===== src/acmc_pkg.sv =====
package acmc_pkg;

    // Bus geometry and register indices; byte address is four times the index.
    localparam int          APB_AW         = 12;
    localparam int          IDX_W          = 10;
    localparam logic [9:0]  IDX_CFG1       = 10'h040;
    localparam logic [9:0]  IDX_RES_BASE   = 10'h020;
    localparam logic [9:0]  IDX_SEL_TACH   = 10'h055;
    localparam logic [9:0]  IDX_CFG2       = 10'h073;
    localparam logic [9:0]  IDX_STATUS     = 10'h07f;
    localparam logic [9:0]  IDX_ID         = 10'h07e;

    // Field positions.
    localparam int          CFG1_VCC5V_BIT = 7;
    localparam int          CFG2_AVGOFF_BIT = 4;
    localparam int          CFG2_BYPASS_BIT = 5;
    localparam int          CFG2_SINGLE_BIT = 6;
    localparam int          SEL_LSB        = 5;
    localparam int          SEL_MSB        = 7;

    // Reset values.
    localparam logic [7:0]  CFG1_RST       = 8'h00;
    localparam logic [7:0]  CFG2_RST       = 8'h00;
    localparam logic [7:0]  SEL_TACH_RST   = 8'h00;

    // Converter code space.
    localparam int          CODE_W         = 10;
    localparam logic [9:0]  CODE_QUARTER   = 10'h100;
    localparam logic [9:0]  CODE_HALF      = 10'h200;
    localparam logic [9:0]  CODE_NOMINAL   = 10'h300;
    localparam logic [9:0]  CODE_FULL      = 10'h3ff;
    localparam int          AVG_N          = 16;
    localparam int          AVG_SHIFT      = 4;

    // Timing: one conversion slot, in microseconds, at the 40 MHz bus clock.
    localparam real         CONV_TIME_US   = 700.0;
    localparam real         CLK_MHZ        = 40.0;
    localparam int          CONV_CYCLES    = int'(CONV_TIME_US * CLK_MHZ);
    localparam real         MEAS_TIME_MS   = 11.0;

    // Channel selector codes.
    typedef enum logic [2:0] {
        ACMC_CH_2V5     = 3'h0,
        ACMC_CH_CORE    = 3'h1,
        ACMC_CH_SUPPLY  = 3'h2,
        ACMC_CH_5V      = 3'h3,
        ACMC_CH_12V     = 3'h4,
        ACMC_CH_REMOTE1 = 3'h5,
        ACMC_CH_LOCAL   = 3'h6,
        ACMC_CH_REMOTE2 = 3'h7
    } acmc_chan_t;

    localparam int          NUM_CH         = 8;

endpackage : acmc_pkg


===== src/acmc_avg.sv =====
`timescale 1ns/1ps
module acmc_avg
(
    // Clock and reset.
    input  wire logic                       pclk,
    input  wire logic                       presetn,
    // Control.
    input  wire logic                       clear,
    input  wire logic                       avg_on,
    // Raw samples.
    input  wire logic                       samp_valid,
    input  wire logic [acmc_pkg::CODE_W-1:0] samp,
    // Finished result.
    output logic                            res_valid,
    output logic [acmc_pkg::CODE_W-1:0]     res
);
    import acmc_pkg::*;

    localparam int SUM_W = CODE_W + AVG_SHIFT;

    logic [SUM_W-1:0]     acc_q;
    logic [AVG_SHIFT-1:0] cnt_q;
    logic                 res_valid_q;
    logic [CODE_W-1:0]    res_q;
    logic [SUM_W-1:0]     sum_d;

    assign sum_d = acc_q + SUM_W'(samp);

    always_ff @(posedge pclk or negedge presetn)
    begin
        if (!presetn)
        begin
            acc_q       <= '0;
            cnt_q       <= '0;
            res_valid_q <= 1'b0;
            res_q       <= '0;
        end
        else
        begin
            res_valid_q <= 1'b0;
            if (clear)
            begin
                acc_q <= '0;
                cnt_q <= '0;
            end
            else if (samp_valid && !avg_on)
            begin
                acc_q       <= '0;
                cnt_q       <= '0;
                res_q       <= samp;
                res_valid_q <= 1'b1;
            end
            else if (samp_valid && cnt_q == AVG_SHIFT'(AVG_N - 1))
            begin
                // The mean of sixteen codes stays within the code range.
                acc_q       <= '0;
                cnt_q       <= '0;
                res_q       <= sum_d[SUM_W-1:AVG_SHIFT];
                res_valid_q <= 1'b1;
            end
            else if (samp_valid)
            begin
                acc_q <= sum_d;
                cnt_q <= cnt_q + 1'b1;
            end
        end
    end

    assign res_valid = res_valid_q;
    assign res       = res_q;

endmodule : acmc_avg


===== src/acmc_ctrl.sv =====
`timescale 1ns/1ps
module acmc_ctrl
#(
    parameter int CONV_CYC = acmc_pkg::CONV_CYCLES,
    parameter logic [7:0] DEV_ID = 8'h5a
)
(
    // Clock and reset.
    input  wire logic                        pclk,
    input  wire logic                        presetn,
    // APB slave.
    input  wire logic                        psel,
    input  wire logic                        penable,
    input  wire logic                        pwrite,
    input  wire logic [acmc_pkg::APB_AW-1:0] paddr,
    input  wire logic [31:0]                 pwdata,
    output logic [31:0]                      prdata,
    output logic                             pready,
    output logic                             pslverr,
    // Converter core.
    output logic                             adc_start,
    output logic [2:0]                       adc_mux,
    output logic                             adc_is_temp,
    output logic                             atten_bypass,
    output logic                             supply_5v_scale,
    input  wire logic                        adc_done,
    input  wire logic [acmc_pkg::CODE_W-1:0] adc_data
);
    import acmc_pkg::*;

    typedef enum logic [1:0] {ACMC_IDLE, ACMC_CONV, ACMC_STORE} acmc_state_t;

    // The identification value is arbitrary.
    localparam logic [7:0] ID_VAL = DEV_ID;

    logic [7:0]        cfg1_q;
    logic [7:0]        cfg2_q;
    logic [7:0]        sel_q;
    logic [CODE_W-1:0] res_q [NUM_CH];
    logic [2:0]        chan_q;
    acmc_state_t       state_q;
    logic              start_q;
    logic              is_temp_q;
    logic              bypass_q;
    logic              vcc5_q;
    logic [31:0]       prdata_q;
    logic              pready_q;
    logic              pslverr_q;
    logic              tick;
    logic              avg_clear_q;
    logic              res_valid;
    logic [CODE_W-1:0] res;
    logic [IDX_W-1:0]  idx;
    logic              aligned;
    logic              access;
    logic              commit;
    logic              avg_on;
    logic              single;
    logic [2:0]        sel_chan;
    logic [2:0]        next_chan;

    assign idx      = paddr[APB_AW-1:2];
    assign aligned  = (paddr[1:0] == 2'b00);
    assign access   = psel && penable;
    assign commit   = access && pready_q;
    assign avg_on   = !cfg2_q[CFG2_AVGOFF_BIT];
    assign single   = cfg2_q[CFG2_SINGLE_BIT];
    assign sel_chan = sel_q[SEL_MSB:SEL_LSB];

    function automatic logic mapped(input logic [IDX_W-1:0] i);
        mapped = (i == IDX_CFG1) || (i == IDX_CFG2) || (i == IDX_SEL_TACH)
              || (i == IDX_STATUS) || (i == IDX_ID)
              || (i >= IDX_RES_BASE && i < IDX_RES_BASE + IDX_W'(NUM_CH));
    endfunction : mapped

    // Voltage channels go through the attenuators; the last three are temperature.
    function automatic logic chan_is_temp(input logic [2:0] c);
        chan_is_temp = (c >= ACMC_CH_REMOTE1);
    endfunction : chan_is_temp

    function automatic logic [31:0] read_reg(input logic [IDX_W-1:0] i);
        logic [IDX_W-1:0] r;
        r        = i - IDX_RES_BASE;
        read_reg = 32'h0000_0000;
        if (i == IDX_CFG1)
            read_reg = {24'h00_0000, cfg1_q};
        else if (i == IDX_CFG2)
            read_reg = {24'h00_0000, cfg2_q};
        else if (i == IDX_SEL_TACH)
            read_reg = {24'h00_0000, sel_q};
        else if (i == IDX_ID)
            read_reg = {24'h00_0000, ID_VAL};
        else if (i == IDX_STATUS)
            read_reg = {27'h000_0000, state_q == ACMC_IDLE ? 1'b0 : 1'b1, chan_q, 1'b0};
        else if (i >= IDX_RES_BASE && i < IDX_RES_BASE + IDX_W'(NUM_CH))
            read_reg = {22'h00_0000, res_q[r[2:0]]};
    endfunction : read_reg

    // APB answers with one wait state, so every access phase is two cycles.
    always_ff @(posedge pclk or negedge presetn)
    begin
        if (!presetn)
        begin
            pready_q  <= 1'b0;
            pslverr_q <= 1'b0;
            prdata_q  <= 32'h0000_0000;
        end
        else if (access && !pready_q)
        begin
            pready_q  <= 1'b1;
            pslverr_q <= !(aligned && mapped(idx));
            prdata_q  <= (!pwrite && aligned) ? read_reg(idx) : 32'h0000_0000;
        end
        else
        begin
            pready_q  <= 1'b0;
            pslverr_q <= 1'b0;
        end
    end

    // Writes take effect only at the completing edge of a mapped access.
    always_ff @(posedge pclk or negedge presetn)
    begin
        if (!presetn)
        begin
            cfg1_q <= CFG1_RST;
            cfg2_q <= CFG2_RST;
            sel_q  <= SEL_TACH_RST;
        end
        else if (commit && pwrite && aligned)
        begin
            if (idx == IDX_CFG1)
                cfg1_q <= pwdata[7:0];
            if (idx == IDX_CFG2)
                cfg2_q <= pwdata[7:0];
            if (idx == IDX_SEL_TACH)
                sel_q <= pwdata[7:0];
        end
    end

    // Analog controls; the bypassed span is the bare converter range.
    always_ff @(posedge pclk or negedge presetn)
    begin
        if (!presetn)
        begin
            bypass_q <= 1'b0;
            vcc5_q   <= 1'b0;
        end
        else
        begin
            bypass_q <= cfg2_q[CFG2_BYPASS_BIT];
            vcc5_q   <= cfg1_q[CFG1_VCC5V_BIT];
        end
    end

    acmc_tick_div #(
        .PERIOD (CONV_CYC)
    ) u_div (
        .pclk    (pclk),
        .presetn (presetn),
        .tick    (tick)
    );

    acmc_avg u_avg (
        .pclk       (pclk),
        .presetn    (presetn),
        .clear      (avg_clear_q),
        .avg_on     (avg_on),
        .samp_valid (adc_done && state_q == ACMC_CONV),
        .samp       (adc_data),
        .res_valid  (res_valid),
        .res        (res)
    );

    // Round robin walks all eight channels; single mode pins the selector.
    assign next_chan = single ? sel_chan : chan_q + 3'h1;

    // One conversion per slot; a result closes after sixteen or one samples.
    always_ff @(posedge pclk or negedge presetn)
    begin
        if (!presetn)
        begin
            state_q     <= ACMC_IDLE;
            chan_q      <= ACMC_CH_2V5;
            start_q     <= 1'b0;
            is_temp_q   <= 1'b0;
            res_q       <= '{default: '0};
            avg_clear_q <= 1'b0;
        end
        else
        begin
            start_q     <= 1'b0;
            avg_clear_q <= 1'b0;
            case (state_q)
                ACMC_IDLE:
                begin
                    if (tick)
                    begin
                        // A channel change drops any half-built average.
                        if (single && sel_chan != chan_q)
                        begin
                            chan_q      <= sel_chan;
                            is_temp_q   <= chan_is_temp(sel_chan);
                            avg_clear_q <= 1'b1;
                        end
                        else
                            is_temp_q <= chan_is_temp(chan_q);
                        start_q <= 1'b1;
                        state_q <= ACMC_CONV;
                    end
                end
                ACMC_CONV:
                begin
                    if (adc_done)
                        state_q <= ACMC_STORE;
                end
                ACMC_STORE:
                begin
                    if (res_valid)
                    begin
                        res_q[chan_q] <= res;
                        chan_q        <= next_chan;
                    end
                    state_q <= ACMC_IDLE;
                end
                default:
                    state_q <= ACMC_IDLE;
            endcase
        end
    end

    assign prdata          = prdata_q;
    assign pready          = pready_q;
    assign pslverr         = pslverr_q;
    assign adc_start       = start_q;
    assign adc_mux         = chan_q;
    assign adc_is_temp     = is_temp_q;
    assign atten_bypass    = bypass_q;
    assign supply_5v_scale = vcc5_q;

    // Helper: samples taken since the last stored result or average clear.
    logic [4:0] samp_cnt_q;
    always_ff @(posedge pclk or negedge presetn)
    begin
        if (!presetn)
            samp_cnt_q <= '0;
        else if (res_valid || avg_clear_q)
            samp_cnt_q <= '0;
        else if (adc_done && state_q == ACMC_CONV)
            samp_cnt_q <= samp_cnt_q + 5'h01;
    end

    a_avg_sixteen: assert property (@(posedge pclk) disable iff (!presetn)
        res_valid && $past(avg_on) |-> samp_cnt_q == 5'(AVG_N))
        else $error("averaged result not made of sixteen samples");

    a_avg_off_direct: assert property (@(posedge pclk) disable iff (!presetn)
        adc_done && state_q == ACMC_CONV && !avg_on && !avg_clear_q
        |=> res_valid && res == $past(adc_data))
        else $error("unaveraged sample not passed straight through");

    a_bypass_follow: assert property (@(posedge pclk) disable iff (!presetn)
        $changed(cfg2_q[CFG2_BYPASS_BIT]) |=> bypass_q == $past(cfg2_q[CFG2_BYPASS_BIT]))
        else $error("attenuator bypass does not follow its bit");

    a_single_pin: assert property (@(posedge pclk) disable iff (!presetn)
        start_q && $past(single) |-> chan_q == $past(sel_chan))
        else $error("single mode converted a channel other than selected");

    a_start_slot: assert property (@(posedge pclk) disable iff (!presetn)
        start_q |-> $past(tick) ##1 !start_q [*3])
        else $error("conversion start outside its slot");

    a_temp_decode: assert property (@(posedge pclk) disable iff (!presetn)
        start_q |-> is_temp_q == (chan_q >= ACMC_CH_REMOTE1))
        else $error("temperature flag disagrees with selector");

    a_vcc_scale: assert property (@(posedge pclk) disable iff (!presetn)
        cfg1_q[CFG1_VCC5V_BIT] ##1 cfg1_q[CFG1_VCC5V_BIT] |-> supply_5v_scale)
        else $error("supply scaling not set for 5 V operation");

    a_reset_modes: assert property (@(posedge pclk) disable iff (!presetn)
        !$past(presetn) |-> cfg2_q[6:4] == 3'b000 && !bypass_q)
        else $error("mode bits not clear after reset");

    a_apb_wait: assert property (@(posedge pclk) disable iff (!presetn)
        access && !pready_q |=> pready_q ##1 !pready_q)
        else $error("apb answer not exactly one wait state");

    a_store_write: assert property (@(posedge pclk) disable iff (!presetn)
        state_q == ACMC_STORE && res_valid |=> res_q[$past(chan_q)] == $past(res))
        else $error("finished result not stored for its channel");

    a_rr_advance: assert property (@(posedge pclk) disable iff (!presetn)
        state_q == ACMC_STORE && res_valid && !single |=> chan_q == $past(chan_q) + 3'h1)
        else $error("round robin did not move to the next channel");

    a_mux_hold: assert property (@(posedge pclk) disable iff (!presetn)
        state_q == ACMC_CONV && !adc_done |=> $stable(chan_q) && $stable(is_temp_q))
        else $error("channel changed during a conversion");

    a_single_hold: assert property (@(posedge pclk) disable iff (!presetn)
        state_q == ACMC_STORE && res_valid && single |=> chan_q == $past(sel_chan))
        else $error("single mode left the selected channel");

    a_clear_switch: assert property (@(posedge pclk) disable iff (!presetn)
        avg_clear_q |-> start_q && chan_q == $past(sel_chan))
        else $error("average cleared without a switch to the selector");

    a_bypass_off: assert property (@(posedge pclk) disable iff (!presetn)
        !cfg2_q[CFG2_BYPASS_BIT] ##1 !cfg2_q[CFG2_BYPASS_BIT] |-> !atten_bypass)
        else $error("attenuator bypass active while its bit is clear");

    a_apb_error: assert property (@(posedge pclk) disable iff (!presetn)
        access && !pready_q && !(aligned && mapped(idx)) |=> pready_q && pslverr_q)
        else $error("refused access not flagged with its answer");

    a_write_refused: assert property (@(posedge pclk) disable iff (!presetn)
        commit && pwrite && !aligned |=> $stable(cfg1_q) && $stable(cfg2_q) && $stable(sel_q))
        else $error("misaligned write changed a register");

    a_read_zero: assert property (@(posedge pclk) disable iff (!presetn)
        access && !pready_q && !pwrite && !aligned |=> prdata_q == 32'h0000_0000)
        else $error("misaligned read returned data");

endmodule : acmc_ctrl


===== src/acmc_tick_div.sv =====
`timescale 1ns/1ps
module acmc_tick_div
#(
    parameter int PERIOD = 28000
)
(
    // Clock and reset.
    input  wire logic pclk,
    input  wire logic presetn,
    // Slot pulse.
    output logic      tick
);
    import acmc_pkg::*;

    localparam int CW = $clog2(PERIOD);

    logic [CW-1:0] cnt_q;
    logic          tick_q;

    // A free counter keeps the slot rate fixed whatever the sequencer does.
    always_ff @(posedge pclk or negedge presetn)
    begin
        if (!presetn)
        begin
            cnt_q  <= '0;
            tick_q <= 1'b0;
        end
        else if (cnt_q == CW'(PERIOD - 1))
        begin
            cnt_q  <= '0;
            tick_q <= 1'b1;
        end
        else
        begin
            cnt_q  <= cnt_q + 1'b1;
            tick_q <= 1'b0;
        end
    end

    assign tick = tick_q;

endmodule : acmc_tick_div


===== config.mk =====
export PLATFORM = sky130hd
export DESIGN_NAME = acmc_ctrl
export DESIGN_NICKNAME = d
export VERILOG_FILES = /design/src/acmc_pkg.sv /design/src/acmc_avg.sv /design/src/acmc_ctrl.sv /design/src/acmc_tick_div.sv
export SDC_FILE = /design/constraint.sdc
export NUM_CORES = 1
export LEC_CHECK = 0
export ABC_AREA = 1
export BUFFER_PORTS_ARGS = -buffer_cell sky130_fd_sc_hd__buf_2
export CORE_MARGIN = 10
export CORE_UTILIZATION = 25
export CTS_CLUSTER_DIAMETER = 50
export DETAILED_ROUTE_END_ITERATION = 12
export PLACE_DENSITY = 0.5
export SLEW_MARGIN = 20
export SYNTH_ARGS = -nofsm -noshare
export SYNTH_HDL_FRONTEND = slang
export SYNTH_HIERARCHICAL = 1
export SYNTH_SLANG_ARGS = --single-unit

===== constraint.sdc =====
create_clock -name pclk -period 2.3 [get_ports pclk]
set_clock_uncertainty 0.2 [all_clocks]
set_input_delay 0.23 -clock pclk [delete_from_list [all_inputs] [get_ports pclk]]
set_output_delay 0.23 -clock pclk [all_outputs]
set_load 0.1 [all_outputs]

==> results_dict.tcl <==
set metrics [dict create \
    synth-seq-cells 171 \
    dr.pass1.iters 6 \
    status "complete, no violations" \
    cts_buffer_depth 2 \
    start_util 0.255 \
    p_comb_frac 0.125 \
    fillCellCount 3990 \
    multiInputGateArea_um2 4220 \
    dieWidth_um 214 \
    finalSetupViolCount 0 \
    htree_levels 4 \
    drt_iter0_markers 566 \
    regArea_um2 4280 \
    hpwl_um 17800 \
    num_io_pins 101 \
    crit_path_frequent_cell "nand2_1" \
    endpoint_kind "flop" \
    core_um2 36900 \
    via_per_inst 4.21 \
    clk_latency_ns 0.43 \
    grt_pass1_wl_um 40200 \
    switchingPower_mw 1.96 \
    grt_use_total 0.111 \
    crit_fanout 10 \
    dp.cells 1791 \
    reg2reg_to "u_avg/res[2]" \
    layout_commonest_cell "nand2_1" \
    clkSinkCount 171 \
    max_slew_margin 0.662 \
    path_clk_slew_ns 0.07 \
    fmaxAchievable_mhz 469 \
    final_antenna_net_count 0 \
    p_leak_nw 5.74 \
    layout_common_cells "nand2_1 (395), dfrtp_1 (171), nor2_1 (162)" \
    slowest_stage "dlygate4sd3_1" \
    min_period_ns 2.13 \
    synthFlopType "dfrtp_1" \
    die-area_um2 45700 \
    instances_no_fill 1840 \
    via_count 7743 \
    report.final.slew_viol_count 0 \
    drt_wl_total_um 24400 \
    grt_pass1_vias 7595 \
    critPathLaunch "penable" \
    worst_pin_slew_ns 0.511 \
    netSwitchingFraction 0.280 \
    netlist_area_um2 9390 \
    path_class "primary input to flop" \
    timing.final.crit_share 0.927 \
    nets 1399 \
    gp_congestion 0.849 \
    final.setup.worst_slack_ns 0.167 \
    syn_inst 1247 \
    min_from "adc_data[2]" \
    fp.dieH_um 214 \
    n_antenna_cell 0 \
    cp.arrival_ns 2.30 \
    syn2layout_area_growth_pct 17.3 \
    cts-root-buf "clkbuf_16" \
    overflow 0 \
    synth_cell_types 51 \
    final_cell_area_um2 11000 \
    synth_edf_count 0 \
    post_drt_wl_per_cell_um 13.3 \
    cpPeakStageDelay_ns 0.58 \
    drive_gt1_frac 0.137 \
    fin_util 0.299 \
    ys_seq_area_frac 0.456 \
    avgSynthCellArea_um2 7.53 \
    cap_violations 0 \
    start_kind "primary input" \
    hold_class "primary input to flop" \
    drc 0 \
    rrSetupSlack_ns 0.27 \
    dpl_cell_area_um2 10200 \
    cts_tree "built" \
    cts_setup_buffers 0 \
    path_cells "dlygate4sd3_1 > buf_2 > nand2_1 > dlygate4sd3_1 > nor2_1 > inv_1 > nor3_2 > buf_4 > o21ai_0 > inv_1 > nand2_1 > nand2_1" \
    finalSetupTns_ns 0 \
    p_int_mw 5.03 \
    hold_violations 0 \
    rows 70 \
    grt_max_degree 50 \
    peakVddDrop_uv 557 \
    seqPwrFrac 0.440 \
    pwr_density_cell_nw_per_um2 634 \
    dp_slack_ns 0.211 \
    ys_async_sr_fraction 1.00 \
    yosys_warnings 6 \
    clockPowerShare 0.435 \
    cp-endpoint "prdata[5]" \
    timing.rr.start "u_avg/acc_q[3]" \
    cts_made_buffers 17 \
    io_buffers 54 \
    required_ns 2.47 \
    antenna_found_initial 1 \
    reg2regPathDepth 10 \
]
metal layers:
layer | routed length, um | GRT usage | vias to the layer above
li1 | - | - | 3994
met1 | 11900 | 0.148 | 3610
met2 | 11200 | 0.177 | 116
met3 | 937 | 0.0196 | 21
met4 | 341 | 0.0359 | 2
met5 | 7 | 0 | -
worst min-delay path by stage:
stage,endpoint,slack (ns),depth (start not counted)
after floorplan,adc_is_temp,-0.27,0
after global placement,u_avg/acc_q[6],0.02,1
after detailed placement,u_avg/acc_q[6],0.02,1
after CTS,u_avg/res[2],0.001,5
after global routing,u_avg/res[2],0.03,5
final,u_avg/res[2],0.02,5
flip-flops by register name (all words and copies together), names as in the netlist, 4 cells and up:
register,flops
res_q,80
u_avg/res,10
u_avg/cnt_q,4
cfg1_q,8
u_div/cnt_q,15
sel_q,8
prdata,10
cfg2_q,8
u_avg/acc_q,14
what timing repair did:
action,4_1_cts,5_1_grt
hold buffers,18,0
endpoints found under the hold margin,181,0
gates resized for setup,0,2
setup endpoints to repair,0,2
final cells by class:
type / instances / share of cell area
Clock buffer: 18 / 0.0390
Inverter: 156 / 0.0543
Multi-Input combinational cell: 882 / 0.384
Timing Repair Buffer: 96 / 0.0612
Clock inverter: 13 / 0.0160
Sequential cell: 171 / 0.389
Tap cell: 504 / 0.0573
stage by stage:
stage	power, mW	hold slack (ns)
after CTS	7.09	0.00108
final	6.98	0.0207
after floorplan	3.77	-0.266
after detailed placement	3.98	0.0202
after global placement	3.98	0.0180
after global routing	7.31	0.0289
power by group through the flow:
stage	registers (mW)	clock network (mW)	logic, mW
floorplan	3.14	0	0.632
global placement	3.13	0	0.853
detailed placement	3.13	0	0.853
CTS	3.07	3.13	0.881
global route	3.08	3.25	0.980
finish	3.07	3.03	0.876
cell usage after synthesis (all sizes together) (2+ instances only):
cell | number | area [um2]
mux2 | 2 | 22.5
clkbuf | 11 | 41.3
or2 | 2 | 12.5
o22ai | 4 | 25.0
xnor2 | 7 | 61.3
and3 | 3 | 18.8
buf | 48 | 339
nand4 | 18 | 119
inv | 154 | 586
nor3 | 11 | 115
a21oi | 59 | 303
ha | 14 | 175
nand3 | 40 | 228
o21ai | 103 | 583
nand2 | 405 | 1580
dfrtp | 171 | 4280
clkinv | 2 | 12.5
xor2 | 6 | 52.6
nor2 | 175 | 729
cell families after synthesis:
| logic type | after synthesis | share of synthesized area |
|---|---|---|
| AO/OA/AOI/OAI | 174 | 0.104 |
| XOR/XNOR | 13 | 0.0121 |
| adder cells (fa/ha/maj) | 15 | 0.0208 |
| buffers and inverters | 215 | 0.104 |
| flip-flops | 171 | 0.456 |
| multiplexers | 2 | 0.00240 |
| other | 1 | 0.000399 |
| AND/OR/NAND/NOR | 656 | 0.300 |
critical path: cells and delay by family:
kind            cells  cell delay, ns
compound gates      1            0.10
simple gates        5            0.44
buf+inv             6            1.53
Power figures use the tool's default switching activity.
